File: src/pkg/dcc_pkg.sv
package dcc_pkg;

   // control-port addresses of this bank
   localparam logic [11:0] ADDR_CAPTURE_0 = 12'h81a;
   localparam logic [11:0] ADDR_CAPTURE_1 = 12'h81b;
   localparam logic [11:0] ADDR_CORE_CONTROL = 12'h81c;

   // reset values
   localparam logic [15:0] CORE_CONTROL_RESET = 16'h0000;
   localparam logic [15:0] CAPTURE_SETUP_RESET = 16'h0000;
   localparam logic [23:0] CAPTURE_VALUE_RESET = 24'h000000;

   // core control field positions
   localparam int CC_RATE_LSB = 0;
   localparam int CC_CORE_RUN = 2;
   localparam int CC_DAC_UNMUTE = 3;
   localparam int CC_ADC_UNMUTE = 4;
   localparam int CC_START_SAFELOAD = 5;
   localparam int CC_IFACE_PW = 6;
   localparam int CC_GPIO_PW = 7;
   localparam int CC_AUX_PW = 8;
   localparam int CC_DEBOUNCE_LSB = 12;

   // capture setup field positions and low bits dropped on capture
   localparam int CAP_SRC_LSB = 0;
   localparam int CAP_STEP_LSB = 2;
   localparam int CAP_DROP_BITS = 4;

   // capture source codes
   localparam logic [1:0] SRC_MULT_X = 2'h0;
   localparam logic [1:0] SRC_MULT_Y = 2'h1;
   localparam logic [1:0] SRC_MAC = 2'h2;
   localparam logic [1:0] SRC_ACCUM = 2'h3;

   // instruction rate codes and their counts
   localparam logic [1:0] RATE_1X = 2'h0;
   localparam logic [1:0] RATE_2X = 2'h1;
   localparam logic [1:0] RATE_4X = 2'h2;
   localparam logic [9:0] IPS_1X = 10'h200;
   localparam logic [9:0] IPS_2X = 10'h100;
   localparam logic [9:0] IPS_4X = 10'h080;
   localparam logic [2:0] MULT_1X = 3'h1;
   localparam logic [2:0] MULT_2X = 3'h2;
   localparam logic [2:0] MULT_4X = 3'h4;

   // debounce times and their cycle counts at the core clock
   localparam int CLK_KHZ = 125000;
   localparam int DEBOUNCE_A_MS = 20;
   localparam int DEBOUNCE_B_MS = 40;
   localparam int DEBOUNCE_C_MS = 10;
   localparam int DEBOUNCE_D_MS = 5;
   localparam int DEBOUNCE_A_CYCLES = DEBOUNCE_A_MS * CLK_KHZ;
   localparam int DEBOUNCE_B_CYCLES = DEBOUNCE_B_MS * CLK_KHZ;
   localparam int DEBOUNCE_C_CYCLES = DEBOUNCE_C_MS * CLK_KHZ;
   localparam int DEBOUNCE_D_CYCLES = DEBOUNCE_D_MS * CLK_KHZ;

   localparam int SAFELOAD_SLOTS = 5;
   localparam logic [2:0] SAFELOAD_LAST_SLOT = 3'h4;

   typedef struct packed {
      logic [9:0] step;
      logic [1:0] src;
   } dcc_capture_setup_type;

   typedef struct packed {
      logic [27:0] mult_x;
      logic [27:0] mult_y;
      logic [27:0] mac;
      logic [27:0] accum;
   } dcc_core_ops_type;

   typedef struct packed {
      logic valid;
      logic [9:0] pc;
   } dcc_step_type;

endpackage
File: src/design/dcc_safeload.sv
`timescale 1ns/100ps
// walks the five safeload slots, one per cycle, strobing only written ones
module dcc_safeload (
   input wire logic clk_in,
   input wire logic rst_b_in,
   input wire logic start_in,
   input wire logic [4:0] pending_in,
   output logic busy_out,
   output logic load_out,
   output logic [2:0] slot_out,
   output logic done_out
);
   typedef enum logic {SL_IDLE, SL_WALK} dcc_sl_state_type;

   dcc_sl_state_type state;
   logic [2:0] slot;
   logic [4:0] snap;
   // the start bit still reads high in the done cycle; without this gate the walk would relaunch
   wire take = (state == SL_IDLE) && start_in && !done_out;
   wire last = (state == SL_WALK) && (slot == dcc_pkg::SAFELOAD_LAST_SLOT);

   always_ff @(posedge clk_in or negedge rst_b_in) begin
      if (!rst_b_in) begin
         state <= SL_IDLE;
         slot <= 3'h0;
         snap <= 5'h00;
         load_out <= 1'b0;
         slot_out <= 3'h0;
         done_out <= 1'b0;
         busy_out <= 1'b0;
      end else begin
         load_out <= (state == SL_WALK) && snap[slot];
         slot_out <= slot;
         done_out <= last;
         case (state)
            SL_IDLE: begin
               slot <= 3'h0;
               if (take) begin
                  snap <= pending_in;
                  state <= SL_WALK;
                  busy_out <= 1'b1;
               end
            end
            SL_WALK: begin
               slot <= slot + 3'h1;
               // five cycles total keeps the walk far inside one word clock
               if (last) begin
                  state <= SL_IDLE;
                  busy_out <= 1'b0;
               end
            end
            default: begin
               state <= SL_IDLE;
               busy_out <= 1'b0;
            end
         endcase
      end
   end
endmodule

File: src/design/dcc_top.sv
`timescale 1ns/100ps
module dcc_top #(
   parameter logic [22:0] DEBOUNCE_A_CYCLES = 23'(dcc_pkg::DEBOUNCE_A_CYCLES),
   parameter logic [22:0] DEBOUNCE_B_CYCLES = 23'(dcc_pkg::DEBOUNCE_B_CYCLES),
   parameter logic [22:0] DEBOUNCE_C_CYCLES = 23'(dcc_pkg::DEBOUNCE_C_CYCLES),
   parameter logic [22:0] DEBOUNCE_D_CYCLES = 23'(dcc_pkg::DEBOUNCE_D_CYCLES)
) (
   input wire logic clk_in,
   input wire logic rst_b_in,
   // control-port register access
   input wire logic [11:0] ctl_addr_in,
   input wire logic ctl_wr_in,
   input wire logic ctl_rd_in,
   input wire logic [15:0] ctl_wdata_in,
   output logic [23:0] ctl_rdata_out,
   output logic ctl_rvalid_out,
   // core execution taps
   input wire dcc_pkg::dcc_step_type core_step_in,
   input wire dcc_pkg::dcc_core_ops_type core_ops_in,
   // safeload pair bookkeeping kept by the safeload registers
   input wire logic [4:0] safeload_pending_in,
   output logic safeload_load_out,
   output logic [2:0] safeload_slot_out,
   output logic safeload_pending_clear_out,
   // controls toward the rest of the device
   output logic [22:0] gpio_debounce_cycles_out,
   output logic aux_adc_port_write_enable_out,
   output logic gpio_setting_port_write_enable_out,
   output logic interface_reg_port_write_enable_out,
   output logic adc_mute_out,
   output logic dac_mute_out,
   output logic core_clear_out,
   output logic [9:0] instructions_per_sample_out,
   output logic [2:0] converter_rate_mult_out
);

   // ---------------------------------------------------------------- functions
   function automatic logic [27:0] pick_source(input dcc_pkg::dcc_core_ops_type ops, input logic [1:0] sel);
      logic [27:0] word;
      word = ops.mult_x;
      case (sel)
         dcc_pkg::SRC_MULT_X: word = ops.mult_x;
         dcc_pkg::SRC_MULT_Y: word = ops.mult_y;
         dcc_pkg::SRC_MAC: word = ops.mac;
         dcc_pkg::SRC_ACCUM: word = ops.accum;
         default: word = ops.mult_x;
      endcase
      return word;
   endfunction

   // sign is kept, the low bits are simply truncated, not rounded
   function automatic logic [23:0] to_capture(input logic [27:0] word);
      return word[27:dcc_pkg::CAP_DROP_BITS];
   endfunction

   function automatic logic step_hit(input dcc_pkg::dcc_step_type stp, input dcc_pkg::dcc_capture_setup_type su);
      return stp.valid && (stp.pc == su.step);
   endfunction

   function automatic logic [22:0] debounce_cycles(input logic [1:0] gd);
      logic [22:0] cyc;
      cyc = DEBOUNCE_A_CYCLES;
      case (gd)
         2'h0: cyc = DEBOUNCE_A_CYCLES;
         2'h1: cyc = DEBOUNCE_B_CYCLES;
         2'h2: cyc = DEBOUNCE_C_CYCLES;
         2'h3: cyc = DEBOUNCE_D_CYCLES;
         default: cyc = DEBOUNCE_A_CYCLES;
      endcase
      return cyc;
   endfunction

   function automatic logic [9:0] rate_ips(input logic [1:0] sr);
      logic [9:0] ips;
      ips = dcc_pkg::IPS_1X;
      case (sr)
         dcc_pkg::RATE_1X: ips = dcc_pkg::IPS_1X;
         dcc_pkg::RATE_2X: ips = dcc_pkg::IPS_2X;
         dcc_pkg::RATE_4X: ips = dcc_pkg::IPS_4X;
         default: ips = dcc_pkg::IPS_1X;
      endcase
      return ips;
   endfunction

   function automatic logic [2:0] rate_mult(input logic [1:0] sr);
      logic [2:0] m;
      m = dcc_pkg::MULT_1X;
      case (sr)
         dcc_pkg::RATE_1X: m = dcc_pkg::MULT_1X;
         dcc_pkg::RATE_2X: m = dcc_pkg::MULT_2X;
         dcc_pkg::RATE_4X: m = dcc_pkg::MULT_4X;
         default: m = dcc_pkg::MULT_1X;
      endcase
      return m;
   endfunction

   // ---------------------------------------------------------------- state
   dcc_pkg::dcc_capture_setup_type cap_setup [2];
   logic [23:0] cap_value [2];
   logic [1:0] gd_field;
   logic [1:0] rate_field;
   logic start_bit;
   logic sl_busy;
   logic sl_done;

   // ---------------------------------------------------------------- decode
   wire wr_cap0 = ctl_wr_in && (ctl_addr_in == dcc_pkg::ADDR_CAPTURE_0);
   wire wr_cap1 = ctl_wr_in && (ctl_addr_in == dcc_pkg::ADDR_CAPTURE_1);
   wire wr_ctl = ctl_wr_in && (ctl_addr_in == dcc_pkg::ADDR_CORE_CONTROL);
   wire rd_cap0 = ctl_rd_in && (ctl_addr_in == dcc_pkg::ADDR_CAPTURE_0);
   wire rd_cap1 = ctl_rd_in && (ctl_addr_in == dcc_pkg::ADDR_CAPTURE_1);
   wire rd_ctl = ctl_rd_in && (ctl_addr_in == dcc_pkg::ADDR_CORE_CONTROL);
   wire rd_hit = rd_cap0 || rd_cap1 || rd_ctl;
   wire [1:0] wr_cap = {wr_cap1, wr_cap0};

   wire [1:0] w_gd = ctl_wdata_in[dcc_pkg::CC_DEBOUNCE_LSB +: 2];
   wire [1:0] w_rate = ctl_wdata_in[dcc_pkg::CC_RATE_LSB +: 2];
   wire w_start = ctl_wdata_in[dcc_pkg::CC_START_SAFELOAD];

   wire [1:0] hit = {step_hit(core_step_in, cap_setup[1]), step_hit(core_step_in, cap_setup[0])};

   wire [15:0] ctl_readback = {2'h0, gd_field, 3'h0, aux_adc_port_write_enable_out,
      gpio_setting_port_write_enable_out, interface_reg_port_write_enable_out, start_bit,
      ~adc_mute_out, ~dac_mute_out, ~core_clear_out, rate_field};

   // reads only select, so a capture read never disturbs setup or core
   wire [23:0] next_rdata = rd_cap0 ? cap_value[0] :
      rd_cap1 ? cap_value[1] :
      rd_ctl ? {8'h00, ctl_readback} : 24'h000000;

   // hardware clear loses to a fresh software set in the same cycle
   wire next_start = (wr_ctl && w_start) || (start_bit && !sl_done);

   // ---------------------------------------------------------------- capture channels
   always_ff @(posedge clk_in or negedge rst_b_in) begin
      if (!rst_b_in) begin
         for (int i = 0; i < 2; i++) begin
            cap_setup[i] <= dcc_pkg::CAPTURE_SETUP_RESET[11:0];
            cap_value[i] <= dcc_pkg::CAPTURE_VALUE_RESET;
         end
      end else begin
         for (int i = 0; i < 2; i++) begin
            if (wr_cap[i]) begin
               cap_setup[i] <= ctl_wdata_in[11:0];
            end
            if (hit[i]) begin
               cap_value[i] <= to_capture(pick_source(core_ops_in, cap_setup[i].src));
            end
         end
      end
   end

   // ---------------------------------------------------------------- core control
   always_ff @(posedge clk_in or negedge rst_b_in) begin
      if (!rst_b_in) begin
         gd_field <= dcc_pkg::CORE_CONTROL_RESET[dcc_pkg::CC_DEBOUNCE_LSB +: 2];
         rate_field <= dcc_pkg::CORE_CONTROL_RESET[dcc_pkg::CC_RATE_LSB +: 2];
         aux_adc_port_write_enable_out <= dcc_pkg::CORE_CONTROL_RESET[dcc_pkg::CC_AUX_PW];
         gpio_setting_port_write_enable_out <= dcc_pkg::CORE_CONTROL_RESET[dcc_pkg::CC_GPIO_PW];
         interface_reg_port_write_enable_out <= dcc_pkg::CORE_CONTROL_RESET[dcc_pkg::CC_IFACE_PW];
         adc_mute_out <= ~dcc_pkg::CORE_CONTROL_RESET[dcc_pkg::CC_ADC_UNMUTE];
         dac_mute_out <= ~dcc_pkg::CORE_CONTROL_RESET[dcc_pkg::CC_DAC_UNMUTE];
         core_clear_out <= ~dcc_pkg::CORE_CONTROL_RESET[dcc_pkg::CC_CORE_RUN];
         gpio_debounce_cycles_out <= DEBOUNCE_A_CYCLES;
         instructions_per_sample_out <= dcc_pkg::IPS_1X;
         converter_rate_mult_out <= dcc_pkg::MULT_1X;
      end else if (wr_ctl) begin
         gd_field <= w_gd;
         rate_field <= w_rate;
         gpio_debounce_cycles_out <= debounce_cycles(w_gd);
         aux_adc_port_write_enable_out <= ctl_wdata_in[dcc_pkg::CC_AUX_PW];
         gpio_setting_port_write_enable_out <= ctl_wdata_in[dcc_pkg::CC_GPIO_PW];
         interface_reg_port_write_enable_out <= ctl_wdata_in[dcc_pkg::CC_IFACE_PW];
         adc_mute_out <= ~ctl_wdata_in[dcc_pkg::CC_ADC_UNMUTE];
         dac_mute_out <= ~ctl_wdata_in[dcc_pkg::CC_DAC_UNMUTE];
         core_clear_out <= ~ctl_wdata_in[dcc_pkg::CC_CORE_RUN];
         instructions_per_sample_out <= rate_ips(w_rate);
         converter_rate_mult_out <= rate_mult(w_rate);
      end
   end

   always_ff @(posedge clk_in or negedge rst_b_in) begin
      if (!rst_b_in) begin
         start_bit <= dcc_pkg::CORE_CONTROL_RESET[dcc_pkg::CC_START_SAFELOAD];
         ctl_rdata_out <= 24'h000000;
         ctl_rvalid_out <= 1'b0;
         safeload_pending_clear_out <= 1'b0;
      end else begin
         start_bit <= next_start;
         ctl_rdata_out <= next_rdata;
         ctl_rvalid_out <= rd_hit;
         safeload_pending_clear_out <= sl_done;
      end
   end

   // ---------------------------------------------------------------- safeload walk
   dcc_safeload u_safeload (
      .clk_in(clk_in),
      .rst_b_in(rst_b_in),
      .start_in(start_bit),
      .pending_in(safeload_pending_in),
      .busy_out(sl_busy),
      .load_out(safeload_load_out),
      .slot_out(safeload_slot_out),
      .done_out(sl_done)
   );
endmodule

File: config.mk
export PLATFORM = sky130hd
export DESIGN_NAME = dcc_top
export DESIGN_NICKNAME = d
export VERILOG_FILES = /design/src/pkg/dcc_pkg.sv /design/src/design/dcc_safeload.sv /design/src/design/dcc_top.sv
export SDC_FILE = /design/constraint.sdc
export NUM_CORES = 1
export LEC_CHECK = 0
export ABC_AREA = 1
export BUFFER_PORTS_ARGS = -buffer_cell sky130_fd_sc_hd__buf_2
export CORE_UTILIZATION = 47
export DETAILED_ROUTE_END_ITERATION = 16
export MAX_ROUTING_LAYER = met4
export PLACE_DENSITY = 0.8
export SYNTH_ARGS = -nofsm -noshare
export SYNTH_HDL_FRONTEND = slang
export SYNTH_HIERARCHICAL = 1
export SYNTH_SLANG_ARGS = --single-unit
export TNS_END_PERCENT = 30
File: constraint.sdc
create_clock -name clk_in -period 1.51 [get_ports clk_in]
set_clock_uncertainty 0.15 [all_clocks]
set_input_delay 0.302 -clock clk_in [delete_from_list [all_inputs] [get_ports clk_in]]
set_output_delay 0.302 -clock clk_in [all_outputs]
set_load 0.01 [all_outputs]
# == After elaboration in Yosys (flattened, before gate mapping) ==
# Index checks and enable logic that the tools add are counted.
# classes
add_sub_neg,1
n_eq_ne,17
mux,14
n_bitwise,7
magnitude_cmp,1
n_reduce_logical,22
# op_table
cell,n
case mux 28 bit (4 select lines),2
case mux 23 bit (4 select lines),1
2-to-1 mux 24 bit,2
== test 12 bit (second input constant),3
== test 10 bit,2
case mux 10 bit (2 select lines),1
== test 2 bit (second input constant),7
logical AND 1 bit,14
2-to-1 mux 14 bit,1
case mux 3 bit (2 select lines),2
== test 2 x 1 -> 1 bit (second input constant),4
NOT 1 bit,7
zero test 2 bit,3
less-than comparator 3 x 4 -> 1 bit (second input constant),1
adder 3 x 1 -> 3 bit (second input constant),1
binary-select mux 1 bit (select 3 bit),1
== test 3 bit (second input constant),1
logical OR 1 bit,3
2-to-1 mux 1 bit,3
case mux 1 bit (2 select lines),1
AND reduction 2 bit,1
zero test 1 bit,1
# totals
regBits,159

# == Logic depth before layout (Yosys ltp) ==
# logic_depth
depth_word,5
mapped_depth,10

# == Cells and area by module ==
# The synthesis kept the hierarchy.
# modules_own_cells
module,area_each_um2,cells_each,n_inst
dcc_top,6891.6,909,1
dcc_safeload,646.9,60,1

# == Worst setup path before layout ==
# No wires, ideal clock.
# synth_path
path_kind,reg2reg
start,register cap_setup[8] in the netlist's numbering
end,register cap_value[10] in the netlist's numbering
synth_period_minus_slack_ps,1448
n_path_buf,1
t_required_ps,1244
setup_slack_ps,62
arrival_time_ps,1182
stages_incl_launch_ff,9
cell_sequence,dfrtp_1 -> xor2_1 -> nor2_1 -> nand2_1 -> nor2_4 -> nand2_2 -> buf_2 -> nand2_1 -> nand2_1
# synth_via
elab_chain_len,2
# synth_rtl
element,line_no,source
"start, declared",dcc_top.sv:98,dcc_pkg::dcc_capture_setup_type cap_setup [2];
"start signal, assigned by index",dcc_top.sv:138,cap_setup[i] <= dcc_pkg::CAPTURE_SETUP_RESET[11:0];
"start signal, assigned by index",dcc_top.sv:144,cap_setup[i] <= ctl_wdata_in[11:0];
== test 10 bit,dcc_top.sv:57,return stp.valid && (stp.pc == su.step);
logical AND 1 bit,dcc_top.sv:57,
"end signal, assigned by index",dcc_top.sv:139,cap_value[i] <= dcc_pkg::CAPTURE_VALUE_RESET;
"end signal, assigned by index",dcc_top.sv:147,"cap_value[i] <= to_capture(pick_source(core_ops_in, cap_setup[i].src));"
"end, declared",dcc_top.sv:99,logic [23:0] cap_value [2];
# Every way passes these cells.
# A chain may end at the register's enable or synchronous reset.

# == Worst setup path in the final report ==
# layout_path
start,register cap_setup[20] in the netlist's numbering
end,register cap_value[33] in the netlist's numbering
# The elaborated chain is that of the path after synthesis.

==> summary.txt <==
Power and ir drop
  • Max VDD drop: between 0.8 and 0.9 mV
  • Sw Ratio: between 20% and 30%
  • Internal power: roughly 6.7 mW
  • Logic pwr share: 8.4%
  • Switching pwr: 2.19 mW
  • Flop pwr share: 42.5%
  • Power density over the cells: 908 nW/um^2
  • Clock Power Share: roughly half
  • Leak pwr: around 5.2 nW

Floorplanning
  • IO Pins: around 230
  • Total core area: roughly 15000 um^2
  • Initial Utilization: around 49%
  • Die Ht: around 130 um
  • Row count: 45
  • Die area: approximately 16000 um^2
  • Die width: 128 um

Timing
  • Setup TNS Final: -3.13 ns
  • Fmax: roughly 610 MHz
  • Slew @ Worst Pin: 0.544 ns
  • RSZ-0062 raised after global routing: true
  • Final setup fails: ~60
  • Tcrit/Tclk final: 108%
  • Worst slew margin: 63.8%
  • Hold Vio Cnt, Final: 0
  • Final Max Slew Viols: 0
  • Final WS setup: -0.117 ns
  • Fin crit period: 1.63 ns

Routing
  • Vias post-DR: roughly 7600
  • Routed WL per cell: 16.1 um
  • Detail Route Antenna Nets: 0
  • Vias/cell: about 5.4
  • Drt total wl: ~23000 um
  • TritonRoute pass-1 iters: 5
  • Drc violations: 0
  • Initial DRC Count: 820

Placement
  • Gpl congestion: approximately 0.90
  • Pre-CTS WS: -0.168 ns
  • Placed Cells incl. Taps: approximately 1400
  • Dpl hpwl: around 16000 um
  • IO buf count: approximately 200

Cells and area
  • Fraction of layout instances using a drive strength above 1: approximately 30%
  • Area delta synth->final: 30.3%
  • Non-filler cells, final: ~1400
  • Final nets: ~1400
  • Fillers: ~1300

Clock tree
  • Root buffer cell: clkbuf_16
  • Clock Latency Late Sink: about 0.43 ns
  • CTS tree: yes
  • Clock sink count: 138
  • Cts bufs inserted: 17
  • Clock Path Buffers: 2
  • Reg clk slew, reported paths: 0.07 ns
  • Htree depth: 4

Synthesis
  • Syn Std Cell Area: 7490 um^2
  • Synth warn: 6
  • Post-Syn Instances: between 900 and 1000
  • Syn avg cell area: 7.76 um^2

Worst setup path
  • Critical path type: register to register
  • CP required: 1.67 ns
  • R2R setup slack: -0.12 ns
  • Crit Path Max Fanout: 24
  • Crit end category: register
  • Crit path DAT: approximately 1.8 ns
  • Startpoint types: register

Job
  • Max_cap viols: 0

Global route
  • First-pass GRT wire length: about 36000 um
  • Initial antenna violation count: 1
  • GRT overflow: 0
  • Largest net degree at the start of global routing: 41
  • Vias in the first global route: about 7200
  • GRT Util Overall: between 20% and 30%

Outcome
  • Failing checks: setup timing
  • Status: finished, violations left

Min path
  • Worst min path class: input port to register
-- critical path, stage by stage (launching register included) --
cell and delay (ns):
dfrtp_1 0.42, xnor2_1 0.23, nand3_2 0.16, nor2_4 0.15, nand2_2 0.08, buf_12 0.16
nand2_1 0.07, nand2_1 0.06
-- per-layer routing --
metal  global-route usage [%]  vias up  routed length (um)  part of all wire (%)
met3                     6.39       69                1990                   8.8
li1                         -     3556                   -                     -
met1                     39.2     3527                9530                    42
met4                     10.3        0                 612                   2.7
met5                        -        -                   0                     0
met2                     45.5      456               10600                    47
-- stage by stage --
| stage | power (mW) | util, % | hold WS [ns] | instance area, um^2 |
|---|---|---|---|---|
| 4_1_cts | 8.86 | 63.2 | 0.0150 | 9720 |
| 2_1_floorplan | 4.11 | - | -0.144 | 7530 |
| 5_1_grt | 9.15 | 63.5 | 0.0502 | 9770 |
| 3_3_place_gp | 4.52 | 57.9 | 0.0837 | 8910 |
| 6_report | 8.86 | 63.5 | 0.0170 | 9770 |
| 3_5_place_dp | 4.53 | 57.9 | 0.0854 | 8910 |
-- flip-flops by register name (all words and copies together) (netlist names), 2 cells and up --
name / flops
u_safeload/slot: 3
u_safeload/slot_out: 3
gd_field: 2
rate_field: 2
cap_setup: 24
converter_rate_mult_out: 2
u_safeload/snap: 5
gpio_debounce_cycles_out: 12
cap_value: 48
ctl_rdata_out: 24
-- path summary, 6_finish.rpt --
kind                                                from                                   end  cells after the start
max                            cap_setup[20]$_DFFE_PN0P_             cap_value[33]$_DFFE_PN0P_                      7
min                                      ctl_wdata_in[6]             cap_setup[18]$_DFFE_PN0P_                      3
max reg2reg                    cap_setup[20]$_DFFE_PN0P_             cap_value[33]$_DFFE_PN0P_                      7
min reg2reg                u_safeload/done_out$_DFF_PN0_  safeload_pending_clear_out$_DFF_PN0_                      0
max in group asynchronous                       rst_b_in              ctl_rvalid_out$_DFF_PN0_                      3
min in group asynchronous                       rst_b_in             cap_setup[21]$_DFFE_PN0P_                      2
-- layout make-up --
cell class / count / area [um^2] / area share (%)
diodes: 1 / 2.50 / 0.0256
clock buffers: 17 / 425 / 4.36
clock inverters: 15 / 190 / 1.95
inverters: 57 / 216 / 2.22
multi-input cells: 709 / 3450 / 35.3
flip-flops and latches: 138 / 3460 / 35.5
well taps: 211 / 264 / 2.70
repair buffers: 261 / 1760 / 18.0
-- power groups by stage --
stage | clock network, mW | logic [mW] | registers [mW]
2_1_floorplan | 0 | 0.284 | 3.83
3_3_place_gp | 0 | 0.684 | 3.83
3_5_place_dp | 0 | 0.693 | 3.83
4_1_cts | 4.36 | 0.728 | 3.77
5_1_grt | 4.55 | 0.820 | 3.77
6_report | 4.35 | 0.740 | 3.77
-- what timing repair did --
item | in CTS | in global routing
gates resized for setup | 9 | 10
setup buffers | 3 | 0
endpoints found under the hold margin | 120 | 0
hold buffers | 12 | 0
pin swaps | 4 | 7
setup endpoints to repair | 58 | 61
-- cells in the final DEF, fill, tap and decap left out, types with 4 or more instances in the layout --
cell           count
nand3_2            4
inv_6              5
nand3_1           80
nand2_2            9
ha_1               9
o21ai_0           25
nor2_2            10
nand2_1          395
conb_1            10
o21ai_2           21
dlygate4sd3_1     12
buf_12            16
inv_1             52
xnor2_1            4
buf_6             12
buf_2            191
o2111ai_1         11
clkbuf_16         17
nor2_1            27
a21oi_1           15
o21ai_1            4
clkinvlp_4         4
buf_4             30
dfrtp_1          129
nand4_1           61
dfstp_2            9
No activity file was read; power rests on OpenSTA's default activity.
